$ cat src/pkg/tiec_regs.svh
// Constants for the per-thread interrupt and exception control block.
// Included by the top and cause store modules; definitions only.
`ifndef TIEC_REGS_SVH
`define TIEC_REGS_SVH
`define TIEC_HANDLER_ENTRY   16'h0500
`define TIEC_PROG_MEM_TOP    16'h7FFF
`define TIEC_CAUSE_ILL_INSTR 0
`define TIEC_CAUSE_UNALIGNED 1
`define TIEC_CAUSE_ILL_ADDR  2
`define TIEC_CAUSE_ILL_START 3
`define TIEC_CAUSE_ILL_WAIT  4
`define TIEC_CAUSE_RESET     16'h0000
`define TIEC_ACTIVE_RESET    4'h1
`define TIEC_START_MIN_CLK   4
`define TIEC_START_MAX_CLK   7
`endif

$ cat src/pkg/tiec_pkg.sv
// Types shared by the thread interrupt and exception control block.
// Assumes four interleaved threads and 16-bit addresses.
package tiec_pkg;
  // ==========================================================
  // Decoded instruction from decode stage
  typedef struct packed {
    logic       is_jump;     // Any jump
    logic       is_rfi;      // Return-from-interrupt jump
    logic       is_debug_wr; // Debug-write
    logic       debug_imm;   // Its one-bit operand
    logic       is_start;    // Thread start
    logic [1:0] start_tgt;   // Target thread
    logic       is_kill;     // Kill own thread
    logic       is_load;     // Load
    logic       is_store;    // Store
    logic       is_wait;     // Wait
    logic [3:0] wait_mask;   // Threads waited on
    logic       is_cause_rd; // Read of cause register
    logic       bad_opcode;  // Unrecognised opcode
  } tiec_dec_t;
  // Exception cause snapshot
  typedef logic [15:0] tiec_cause_t;
  // Per-thread slot state
  typedef enum logic [1:0] {
    TIEC_IDLE    = 2'b00,
    TIEC_RUN     = 2'b01,
    TIEC_PENDING = 2'b10
  } tiec_slot_t;
endpackage

$ cat src/verilog/tiec_top.sv
// Per-thread interrupt, exception and thread-start control.
// Assumes the pipeline presents decode and E2 views of the thread in turn.
`timescale 1ns/1ps
`include "tiec_regs.svh"
module tiec_top
  import tiec_pkg::*;
#(
  parameter int NTHR = 4
) (
  // Clock, enable, reset
  input  wire logic              mclk,
  input  wire logic              rst,
  input  wire logic              ce,
  // Decode stage view
  input  wire logic [1:0]        d_thr,
  input  wire tiec_pkg::tiec_dec_t d_dec,
  input  wire logic [3:0]        thread_waiting_bits,
  // E2 stage view
  input  wire logic [1:0]        e2_thr,
  input  wire tiec_pkg::tiec_dec_t e2_dec,
  input  wire logic [15:0]       e2_pc,
  input  wire logic [15:0]       e2_addr,
  input  wire logic [15:0]       e2_ra,
  input  wire logic              e2_jump_taken,
  // External interrupt
  input  wire logic              intr,
  input  wire logic [15:0]       isr_addr,
  output logic                   intr_ack,
  // Pipeline controls
  output logic                   pc_load,
  output logic [15:0]            pc_next,
  output logic                   wb_kill,
  output logic                   debug_mode,
  output logic                   r0_load,
  output logic                   halted,
  output logic                   debug_bit,
  output logic [3:0]             active_bits,
  output logic [3:0]             pending_start_bits,
  output tiec_pkg::tiec_cause_t  exception_cause_bits,
  output logic [15:0]            interrupt_return_address,
  output logic [15:0]            isr_capture
);
  // ==========================================================
  // State
  logic [3:0]  mask_ff, nxt_mask;          // Interrupt mask per thread
  logic        ready_ff, nxt_ready;        // Accept-ready from decode
  logic        ack_ff, nxt_ack;            // Acknowledge
  logic [15:0] isr_ff, nxt_isr;            // Captured service address
  logic [15:0] ret_ff [NTHR];              // Return address per thread
  logic [15:0] nxt_ret [NTHR];
  logic        dbg_ff, nxt_dbg;            // Debug register
  logic        dmode_ff, nxt_dmode;        // Debug mode
  logic        pcl_ff, nxt_pcl;
  logic [15:0] pcn_ff, nxt_pcn;
  logic        wbk_ff, nxt_wbk;
  logic        r0_ff, nxt_r0;
  logic        halt_ff, nxt_halt;
  // Slot wiring
  logic [3:0]  act, pend, req_st, do_act, do_kill;
  logic [15:0] paddr [NTHR];
  tiec_cause_t exc_bits;
  logic        exc_any;
  logic        cause_clr;
  tiec_cause_t cause_rd;

  // ==========================================================
  // Thread slots, thread zero boots running
  genvar g;
  generate
    for (g = 0; g < NTHR; g++) begin : g_slot
      tiec_thread_slot #(.BOOT(g == 0)) u_slot (
        .mclk        (mclk),
        .rst         (rst),
        .ce          (ce),
        .req_start   (req_st[g]),
        .start_addr  (e2_ra),
        .do_activate (do_act[g]),
        .do_kill     (do_kill[g]),
        .active      (act[g]),
        .pending     (pend[g]),
        .pend_addr   (paddr[g])
      );
    end
  endgenerate

  // ==========================================================
  // Cause register store
  tiec_cause_store #(.NTHR(NTHR)) u_cause (
    .mclk     (mclk),
    .rst      (rst),
    .ce       (ce),
    .thr      (e2_thr),
    .set_en   (exc_any),
    .set_bits (exc_bits),
    .clr_en   (cause_clr),
    .rd_data  (cause_rd)
  );

  // ==========================================================
  // Exception detection in E2 for the running thread
  always_comb begin
    exc_bits = `TIEC_CAUSE_RESET;
    if (act[e2_thr]) begin
      exc_bits[`TIEC_CAUSE_ILL_INSTR] = e2_dec.bad_opcode
        | (e2_dec.is_rfi & ~mask_ff[e2_thr]);
      exc_bits[`TIEC_CAUSE_UNALIGNED] = e2_addr[0]
        & (e2_dec.is_load | e2_dec.is_store | e2_jump_taken);
      exc_bits[`TIEC_CAUSE_ILL_ADDR] =
        (e2_jump_taken & (e2_addr > `TIEC_PROG_MEM_TOP))
        | (e2_dec.is_store & (e2_addr <= `TIEC_PROG_MEM_TOP));
      exc_bits[`TIEC_CAUSE_ILL_START] = e2_dec.is_start
        & (act[e2_dec.start_tgt] | pend[e2_dec.start_tgt]);
      exc_bits[`TIEC_CAUSE_ILL_WAIT] = e2_dec.is_wait
        & |(e2_dec.wait_mask & ~act);
    end
    exc_any = |exc_bits;
  end

  // ==========================================================
  // Start, activate and kill requests
  always_comb begin
    req_st  = 4'h0;
    do_act  = 4'h0;
    do_kill = 4'h0;
    // Legal start marks the target pending
    if (act[e2_thr] & e2_dec.is_start & ~exc_any) begin
      req_st[e2_dec.start_tgt] = 1'b1;
    end
    // Pending thread wakes on its next E2 slot, one rotation on
    if (pend[e2_thr]) begin
      do_act[e2_thr] = 1'b1;
    end
    // Only own kill or own fault ends a thread
    if (act[e2_thr] & (e2_dec.is_kill | exc_any)) begin
      do_kill[e2_thr] = 1'b1;
    end
    cause_clr = (act[e2_thr] & e2_dec.is_cause_rd)
              | (pend[e2_thr]);
  end

  // ==========================================================
  // Interrupt and PC control, next values
  always_comb begin
    nxt_mask  = mask_ff;
    nxt_ack   = 1'b0;
    nxt_isr   = isr_ff;
    nxt_ret   = ret_ff;
    nxt_dbg   = dbg_ff;
    nxt_dmode = dmode_ff;
    nxt_pcl   = 1'b0;
    nxt_pcn   = pcn_ff;
    nxt_wbk   = 1'b0;
    nxt_r0    = 1'b0;
    // Decode-stage readiness
    nxt_ready = ~d_dec.is_jump & act[d_thr]
              & ~thread_waiting_bits[d_thr] & ~mask_ff[d_thr];
    // Pending thread starts from its stored address
    if (pend[e2_thr]) begin
      nxt_mask[e2_thr] = 1'b0;
      nxt_pcl          = 1'b1;
      nxt_pcn          = paddr[e2_thr];
    end else if (act[e2_thr]) begin
      if (exc_any) begin
        // Fault: no writeback, debug mode, R0 receives save target
        nxt_wbk   = 1'b1;
        nxt_dmode = 1'b1;
        nxt_r0    = 1'b1;
      end else if (ready_ff & intr & ~mask_ff[e2_thr]) begin
        nxt_mask[e2_thr]  = 1'b1;
        nxt_ack           = 1'b1;
        nxt_isr           = isr_addr;
        nxt_ret[e2_thr]   = e2_pc + 16'h0002;
        nxt_pcl           = 1'b1;
        nxt_pcn           = `TIEC_HANDLER_ENTRY;
      end else if (e2_dec.is_rfi) begin
        nxt_mask[e2_thr] = 1'b0;
        nxt_pcl          = 1'b1;
        nxt_pcn          = ret_ff[e2_thr];
      end
      if (e2_dec.is_debug_wr & ~exc_any) begin
        nxt_dbg = e2_dec.debug_imm;
      end
    end
    // Every thread dead and none pending: stop until reset
    nxt_halt = halt_ff | ((act & ~do_kill) == 4'h0
             && (pend | req_st) == 4'h0);
  end

  // ==========================================================
  // Registers; reset is the only way out of a halt
  always_ff @(posedge mclk or posedge rst) begin
    if (rst) begin
      mask_ff  <= 4'h0;
      ready_ff <= 1'b0;
      ack_ff   <= 1'b0;
      isr_ff   <= 16'h0000;
      for (int i = 0; i < NTHR; i++) begin
        ret_ff[i] <= 16'h0000;
      end
      dbg_ff   <= 1'b0;
      dmode_ff <= 1'b0;
      pcl_ff   <= 1'b0;
      pcn_ff   <= 16'h0000;
      wbk_ff   <= 1'b0;
      r0_ff    <= 1'b0;
      halt_ff  <= 1'b0;
    end else if (ce & ~halt_ff) begin
      mask_ff  <= nxt_mask;
      ready_ff <= nxt_ready;
      ack_ff   <= nxt_ack;
      isr_ff   <= nxt_isr;
      ret_ff   <= nxt_ret;
      dbg_ff   <= nxt_dbg;
      dmode_ff <= nxt_dmode;
      pcl_ff   <= nxt_pcl;
      pcn_ff   <= nxt_pcn;
      wbk_ff   <= nxt_wbk;
      r0_ff    <= nxt_r0;
      halt_ff  <= nxt_halt;
    end
  end

  // Mirrors of registered state for the pipeline
  logic [3:0]  act_ff, pend_ff;
  logic [15:0] retq_ff;
  always_ff @(posedge mclk or posedge rst) begin
    if (rst) begin
      act_ff  <= `TIEC_ACTIVE_RESET;
      pend_ff <= 4'h0;
      retq_ff <= 16'h0000;
    end else if (ce) begin
      act_ff  <= act;
      pend_ff <= pend;
      retq_ff <= ret_ff[e2_thr];
    end
  end

  assign intr_ack                 = ack_ff;
  assign pc_load                  = pcl_ff;
  assign pc_next                  = pcn_ff;
  assign wb_kill                  = wbk_ff;
  assign debug_mode               = dmode_ff;
  assign r0_load                  = r0_ff;
  assign halted                   = halt_ff;
  assign debug_bit                = dbg_ff;
  assign active_bits              = act_ff;
  assign pending_start_bits       = pend_ff;
  assign exception_cause_bits     = cause_rd;
  assign interrupt_return_address = retq_ff;
  assign isr_capture              = isr_ff;

  // ==========================================================
  // Checks
  a_ack_masked: assert property (@(posedge mclk) disable iff (rst)
    ce && !halt_ff && mask_ff[e2_thr] |=> !intr_ack)
    else $error("ack while masked");
  a_ack_entry: assert property (@(posedge mclk) disable iff (rst)
    intr_ack |-> pc_load && pc_next == `TIEC_HANDLER_ENTRY)
    else $error("ack without handler entry");
  a_ack_cause: assert property (@(posedge mclk) disable iff (rst)
    ce && !halt_ff && nxt_ack |-> intr && ready_ff && !exc_any)
    else $error("ack without cause");
  a_ack_isr: assert property (@(posedge mclk) disable iff (rst)
    ce && !halt_ff && nxt_ack |=> isr_capture == $past(isr_addr))
    else $error("service address not captured");
  a_exc_noack: assert property (@(posedge mclk) disable iff (rst)
    ce && !halt_ff && exc_any && act[e2_thr] |=> !intr_ack && wb_kill)
    else $error("interrupt during exception");
  a_ready_mask: assert property (@(posedge mclk) disable iff (rst)
    ce && !halt_ff && mask_ff[d_thr] |=> !ready_ff)
    else $error("ready while masked");
  a_rfi_clear: assert property (@(posedge mclk) disable iff (rst)
    ce && !halt_ff && act[e2_thr] && e2_dec.is_rfi && !exc_any
    && !nxt_ack |=> mask_ff[$past(e2_thr)] == 1'b0)
    else $error("return did not clear mask");
  a_halt_stays: assert property (@(posedge mclk) disable iff (rst)
    halted |=> halted)
    else $error("halt left without reset");
  c_ack: cover property (@(posedge mclk) disable iff (rst) intr_ack);
  c_exc: cover property (@(posedge mclk) disable iff (rst) wb_kill);
  c_start: cover property (@(posedge mclk) disable iff (rst) |pend);
endmodule

$ cat src/verilog/tiec_cause_store.sv
// Per-thread cause register store, four words, registered read.
// Accepts a write and a clear in one cycle; the written bits are kept.
`timescale 1ns/1ps
`include "tiec_regs.svh"
module tiec_cause_store
  import tiec_pkg::*;
#(
  parameter int NTHR = 4
) (
  // Clock and reset
  input  wire logic             mclk,
  input  wire logic             rst,
  input  wire logic             ce,
  // Access
  input  wire logic [1:0]       thr,
  input  wire logic             set_en,
  input  wire tiec_pkg::tiec_cause_t set_bits,
  input  wire logic             clr_en,
  output tiec_pkg::tiec_cause_t rd_data
);
  // ==========================================================
  // Storage
  tiec_cause_t mem_ff [NTHR];
  tiec_cause_t nxt_mem [NTHR];
  tiec_cause_t nxt_rd;
  tiec_cause_t rd_ff;
  // Next state; set wins over clear so no event is lost
  always_comb begin
    for (int i = 0; i < NTHR; i++) begin
      nxt_mem[i] = mem_ff[i];
    end
    if (clr_en) begin
      nxt_mem[thr] = `TIEC_CAUSE_RESET;
    end
    if (set_en) begin
      nxt_mem[thr] = (clr_en ? `TIEC_CAUSE_RESET : mem_ff[thr]) | set_bits;
    end
    nxt_rd = mem_ff[thr];
  end
  // Registers
  always_ff @(posedge mclk or posedge rst) begin
    if (rst) begin
      for (int i = 0; i < NTHR; i++) begin
        mem_ff[i] <= `TIEC_CAUSE_RESET;
      end
      rd_ff <= `TIEC_CAUSE_RESET;
    end else if (ce) begin
      mem_ff <= nxt_mem;
      rd_ff  <= nxt_rd;
    end
  end
  assign rd_data = rd_ff;
endmodule

$ cat src/verilog/tiec_thread_slot.sv
// One thread's active / pending state and start address.
// Assumes the top only raises req_start when the thread is idle.
`timescale 1ns/1ps
module tiec_thread_slot
  import tiec_pkg::*;
#(
  parameter logic BOOT = 1'b0
) (
  // Clock and reset
  input  wire logic        mclk,
  input  wire logic        rst,
  input  wire logic        ce,
  // Control
  input  wire logic        req_start,
  input  wire logic [15:0] start_addr,
  input  wire logic        do_activate,
  input  wire logic        do_kill,
  // State
  output logic             active,
  output logic             pending,
  output logic [15:0]      pend_addr
);
  // ==========================================================
  tiec_slot_t  st_ff, nxt_st;
  logic [15:0] addr_ff, nxt_addr;
  // Next state: kill acts only in run; idle and pending ignore it
  always_comb begin
    nxt_st   = st_ff;
    nxt_addr = addr_ff;
    case (st_ff)
      TIEC_IDLE: begin
        if (req_start) begin
          nxt_st   = TIEC_PENDING;
          nxt_addr = start_addr;
        end
      end
      TIEC_PENDING: begin
        if (do_activate) begin
          nxt_st = TIEC_RUN;
        end
      end
      TIEC_RUN: begin
        if (do_kill) begin
          nxt_st = TIEC_IDLE;
        end
      end
      default: nxt_st = TIEC_IDLE;
    endcase
  end
  // Registers; boot thread comes up running
  always_ff @(posedge mclk or posedge rst) begin
    if (rst) begin
      st_ff   <= BOOT ? TIEC_RUN : TIEC_IDLE;
      addr_ff <= 16'h0000;
    end else if (ce) begin
      st_ff   <= nxt_st;
      addr_ff <= nxt_addr;
    end
  end
  assign active    = (st_ff == TIEC_RUN);
  assign pending   = (st_ff == TIEC_PENDING);
  assign pend_addr = addr_ff;
endmodule

$ cat config.mk
export PLATFORM = sky130hd
export DESIGN_NAME = tiec_top
export DESIGN_NICKNAME = d
export VERILOG_FILES = /design/src/pkg/tiec_pkg.sv /design/src/verilog/tiec_top.sv /design/src/verilog/tiec_cause_store.sv /design/src/verilog/tiec_thread_slot.sv
export VERILOG_INCLUDE_DIRS = /design/src /design/src/pkg
export SDC_FILE = /design/constraint.sdc
export NUM_CORES = 1
export LEC_CHECK = 0
export BUFFER_PORTS_ARGS = -buffer_cell sky130_fd_sc_hd__buf_2
export CAP_MARGIN = 20
export CORE_MARGIN = 1.5
export CORE_UTILIZATION = 38
export DETAILED_ROUTE_END_ITERATION = 7
export SKIP_CTS_REPAIR_TIMING = 1
export SYNTH_ARGS = -nofsm -noshare
export SYNTH_HDL_FRONTEND = slang
export SYNTH_SLANG_ARGS = --single-unit
$ cat constraint.sdc
create_clock -name mclk -period 12.3 [get_ports mclk]
set_clock_uncertainty 0.05 [all_clocks]
set_input_delay 2.46 -clock mclk [delete_from_list [all_inputs] [get_ports mclk]]
set_output_delay 2.46 -clock mclk [all_outputs]
set_load 0.01 [all_outputs]
==> flow_summary.yaml <==
pwr:
  total_power_mw: 2.136
  cellLeakagePower_nw: 7.480
  vdd_drop_max_mv: 0.1311
  power_density_mw_per_mm2: 140.1
synthesis:
  avgSynthCellArea_um2: 14.15
  synth_top_flop_cell: "dfrtp_1"
  synth.distinct_cells: 63
  yosysWarnings: 0
  ys_seq_area_frac: 0.5473
  synth_area_mm2: 0.01294
  synth_edf_count: 0
  synthCells: 915
  ys_async_sr_fraction: 1.000
  synth_fp_nets: 1027
  synth_seq_cells: 283
  synth_top_area_cell: "dfrtp_1"
  yosys.area.top_type_share: 0.5433
  synth_area_leaders: "dfrtp_1, mux2_2, mux4_2"
global_routing:
  grt.total_usage: 0.1785
  grt_start_max_net_pins: 189
  antenna_found_initial: 5
  grt_pass1_vias: 8816
  grt_overflow: 0
  grt_pass1_wl_um: 50160
timing:
  post-route-min-period_ps: 6385
  timing.final.crit_share: 0.5191
  hold_viol_final: 0
  fin_setup_tns_ps: 0
  worstMarginPinSlew_ps: 1047
  slew-limit-headroom: 0.3018
  slew_viol_final: 0
  rsz0062_at_grt: "no"
  setup_viol_count_final: 0
  max_freq_mhz: 156.6
clock_network:
  cts_tree: "done"
  insertion_delay_ps: 560
  root_buffer: "clkbuf_16"
  htreeDepth: 1
  cts_made_buffers: 31
  clock_sinks: 283
  cts_buffer_depth: 3
  cts.clk_slew.worst_paths_ps: 60
die:
  io_pins: 190
  die_h_um: 187.6
  die-area_mm2: 0.03518
  die_w_um: 187.6
  core_mm2: 0.03353
  initial_core_util: 0.3860
  rows: 67
placed_design:
  portBuffers: 158
  dp_hpwl_um: 19720
  globalplace.congestion: 0.7892
detailed_routing:
  drt_iter0_markers: 363
  vias: 8280
  routedWlPerCell_um: 20.04
  drc: 0
  drt-total-wl_um: 30860
  dr.pass1.iters: 4
  postRouteAntennaNets: 0
  vias_per_cell: 5.377
final_layout:
  area_growth_pct: 17.80
  drive_gt1_frac: 0.4445
  fillers: 3090
  final_core_util: 0.4547
  final_net_count: 1179
  most-common-layout-cells: "dfrtp_1, mux2_2, buf_2"
  mostFrequentLayoutCell: "dfrtp_1"
critical_path:
  crit_buf_inv: 2
  crit_path_start_kind: "input pin"
  path_class: "input pin to flip-flop"
  critPathMaxStageDelay_ps: 860
  slowest_stage: "or3b_1"
  worstSetupEndpointType: "flip-flop"
  crit_chain: "buf_2 > buf_4 > or4b_1 > nand4_1 > a221o_1 > or4b_4 > or3b_1 > mux2_4"
  critPathTopFamily: "simple AND/OR/NAND/NOR gates"
  critical_path_required_ps: 12700
  crit_fanout: 46
  worstPathArrival_ps: 6780
hold_path:
  hold_class: "flip-flop to flip-flop"
job:
  drv_cap: 0
status:
  status: "finished, final reports clean"
cell usage after synthesis (5+ instances only):
master     count
buf_2          9
mux2i_1        6
a21oi_1       13
buf_1         11
mux4_2        50
nor2_1        18
nand2b_1       5
nand2_1       63
and3_1         6
o21ai_0       32
mux2_4        18
xnor2_1        8
xor2_1         9
o2bb2ai_1     61
mux2_2       177
a22o_1         5
inv_1         10
clkbuf_1      25
nor3_1        10
nor2b_1       10
dfrtp_1      281
buf_6          5
nand3_1        8
power by group:
part	switching (mW)	internal, mW	leakage [nW]
sequential	0.0239	0.971	3.88
combinational	0.118	0.0828	3.08
clock	0.381	0.559	0.520
total	0.523	1.61	7.48
path summary, 6_finish.rpt:
path / startpoint / endpoint / slack, ps / cells after the start
worst max-delay path: e2_thr[1] / ret_ff[18] / 5920 / 8
max in group asynchronous: rst / ret_ff[17] / 8810 / 3
worst max register to register: g_slot[0].u_slot.st_ff[0] / g_slot[2].u_slot.pend_addr[7] / 8540 / 6
worst min-delay path: debug_mode / debug_mode / 420 / 1
worst min register to register: debug_mode / debug_mode / 420 / 1
min in group asynchronous: rst / pending_start_bits[3] / 1910 / 2
flip-flops by register name (all words and copies together) (netlist names), 4 cells and up, named ones only:
| name | cells |
|---|---|
| u_cause.rd_data | 16 |
| g_slot.u_slot.st_ff | 8 |
| u_cause.mem_ff | 64 |
| interrupt_return_address | 16 |
| g_slot.u_slot.pend_addr | 64 |
| ret_ff | 64 |
| active_bits | 4 |
| pc_next | 16 |
| isr_capture | 16 |
| pending_start_bits | 4 |
metal layers:
layer / global-route usage / routed length [µm] / up-vias
li1: - / - / 3753
met1: 0.2454 / 14030 / 4251
met2: 0.2877 / 14340 / 219
met3: 0.03893 / 1780 / 53
met4: 0.04431 / 680 / 4
met5: 0 / 22 / -
area by class of cell:
type	count	area [µm²]	area share
diodes	1	2.502	0.0001641
clock buffers	41	873.3	0.05728
clock inverters	16	161.4	0.01059
inverters	10	45.04	0.002954
multi-input cells	568	5578	0.3658
flip-flops and latches	283	7084	0.4646
well taps	448	560.5	0.03676
repair buffers	173	942.2	0.06179
cells by family after synthesis:
family	share of synthesized area
DFF	0.5473
muxes	0.2700
and+or+nand+nor	0.06322
AOI/OAI and AO/OA	0.08352
buffers and inverters	0.02349
xor gates and xnor gates	0.01150
adders and majority gates	0.0009665
metrics by stage:
step	std cells	hold WS, ps	cell area (µm²)	worst slack (ps)
after CTS	1537	428.1	15210	5859
after detailed placement	1480	411.3	14170	5240
after floorplan	915	400.9	12940	1986
after global routing	1539	444.0	15240	5722
final	1540	424.4	15250	5916
after global placement	1480	411.3	14170	5309
No activity file was read; power rests on OpenSTA's default activity.
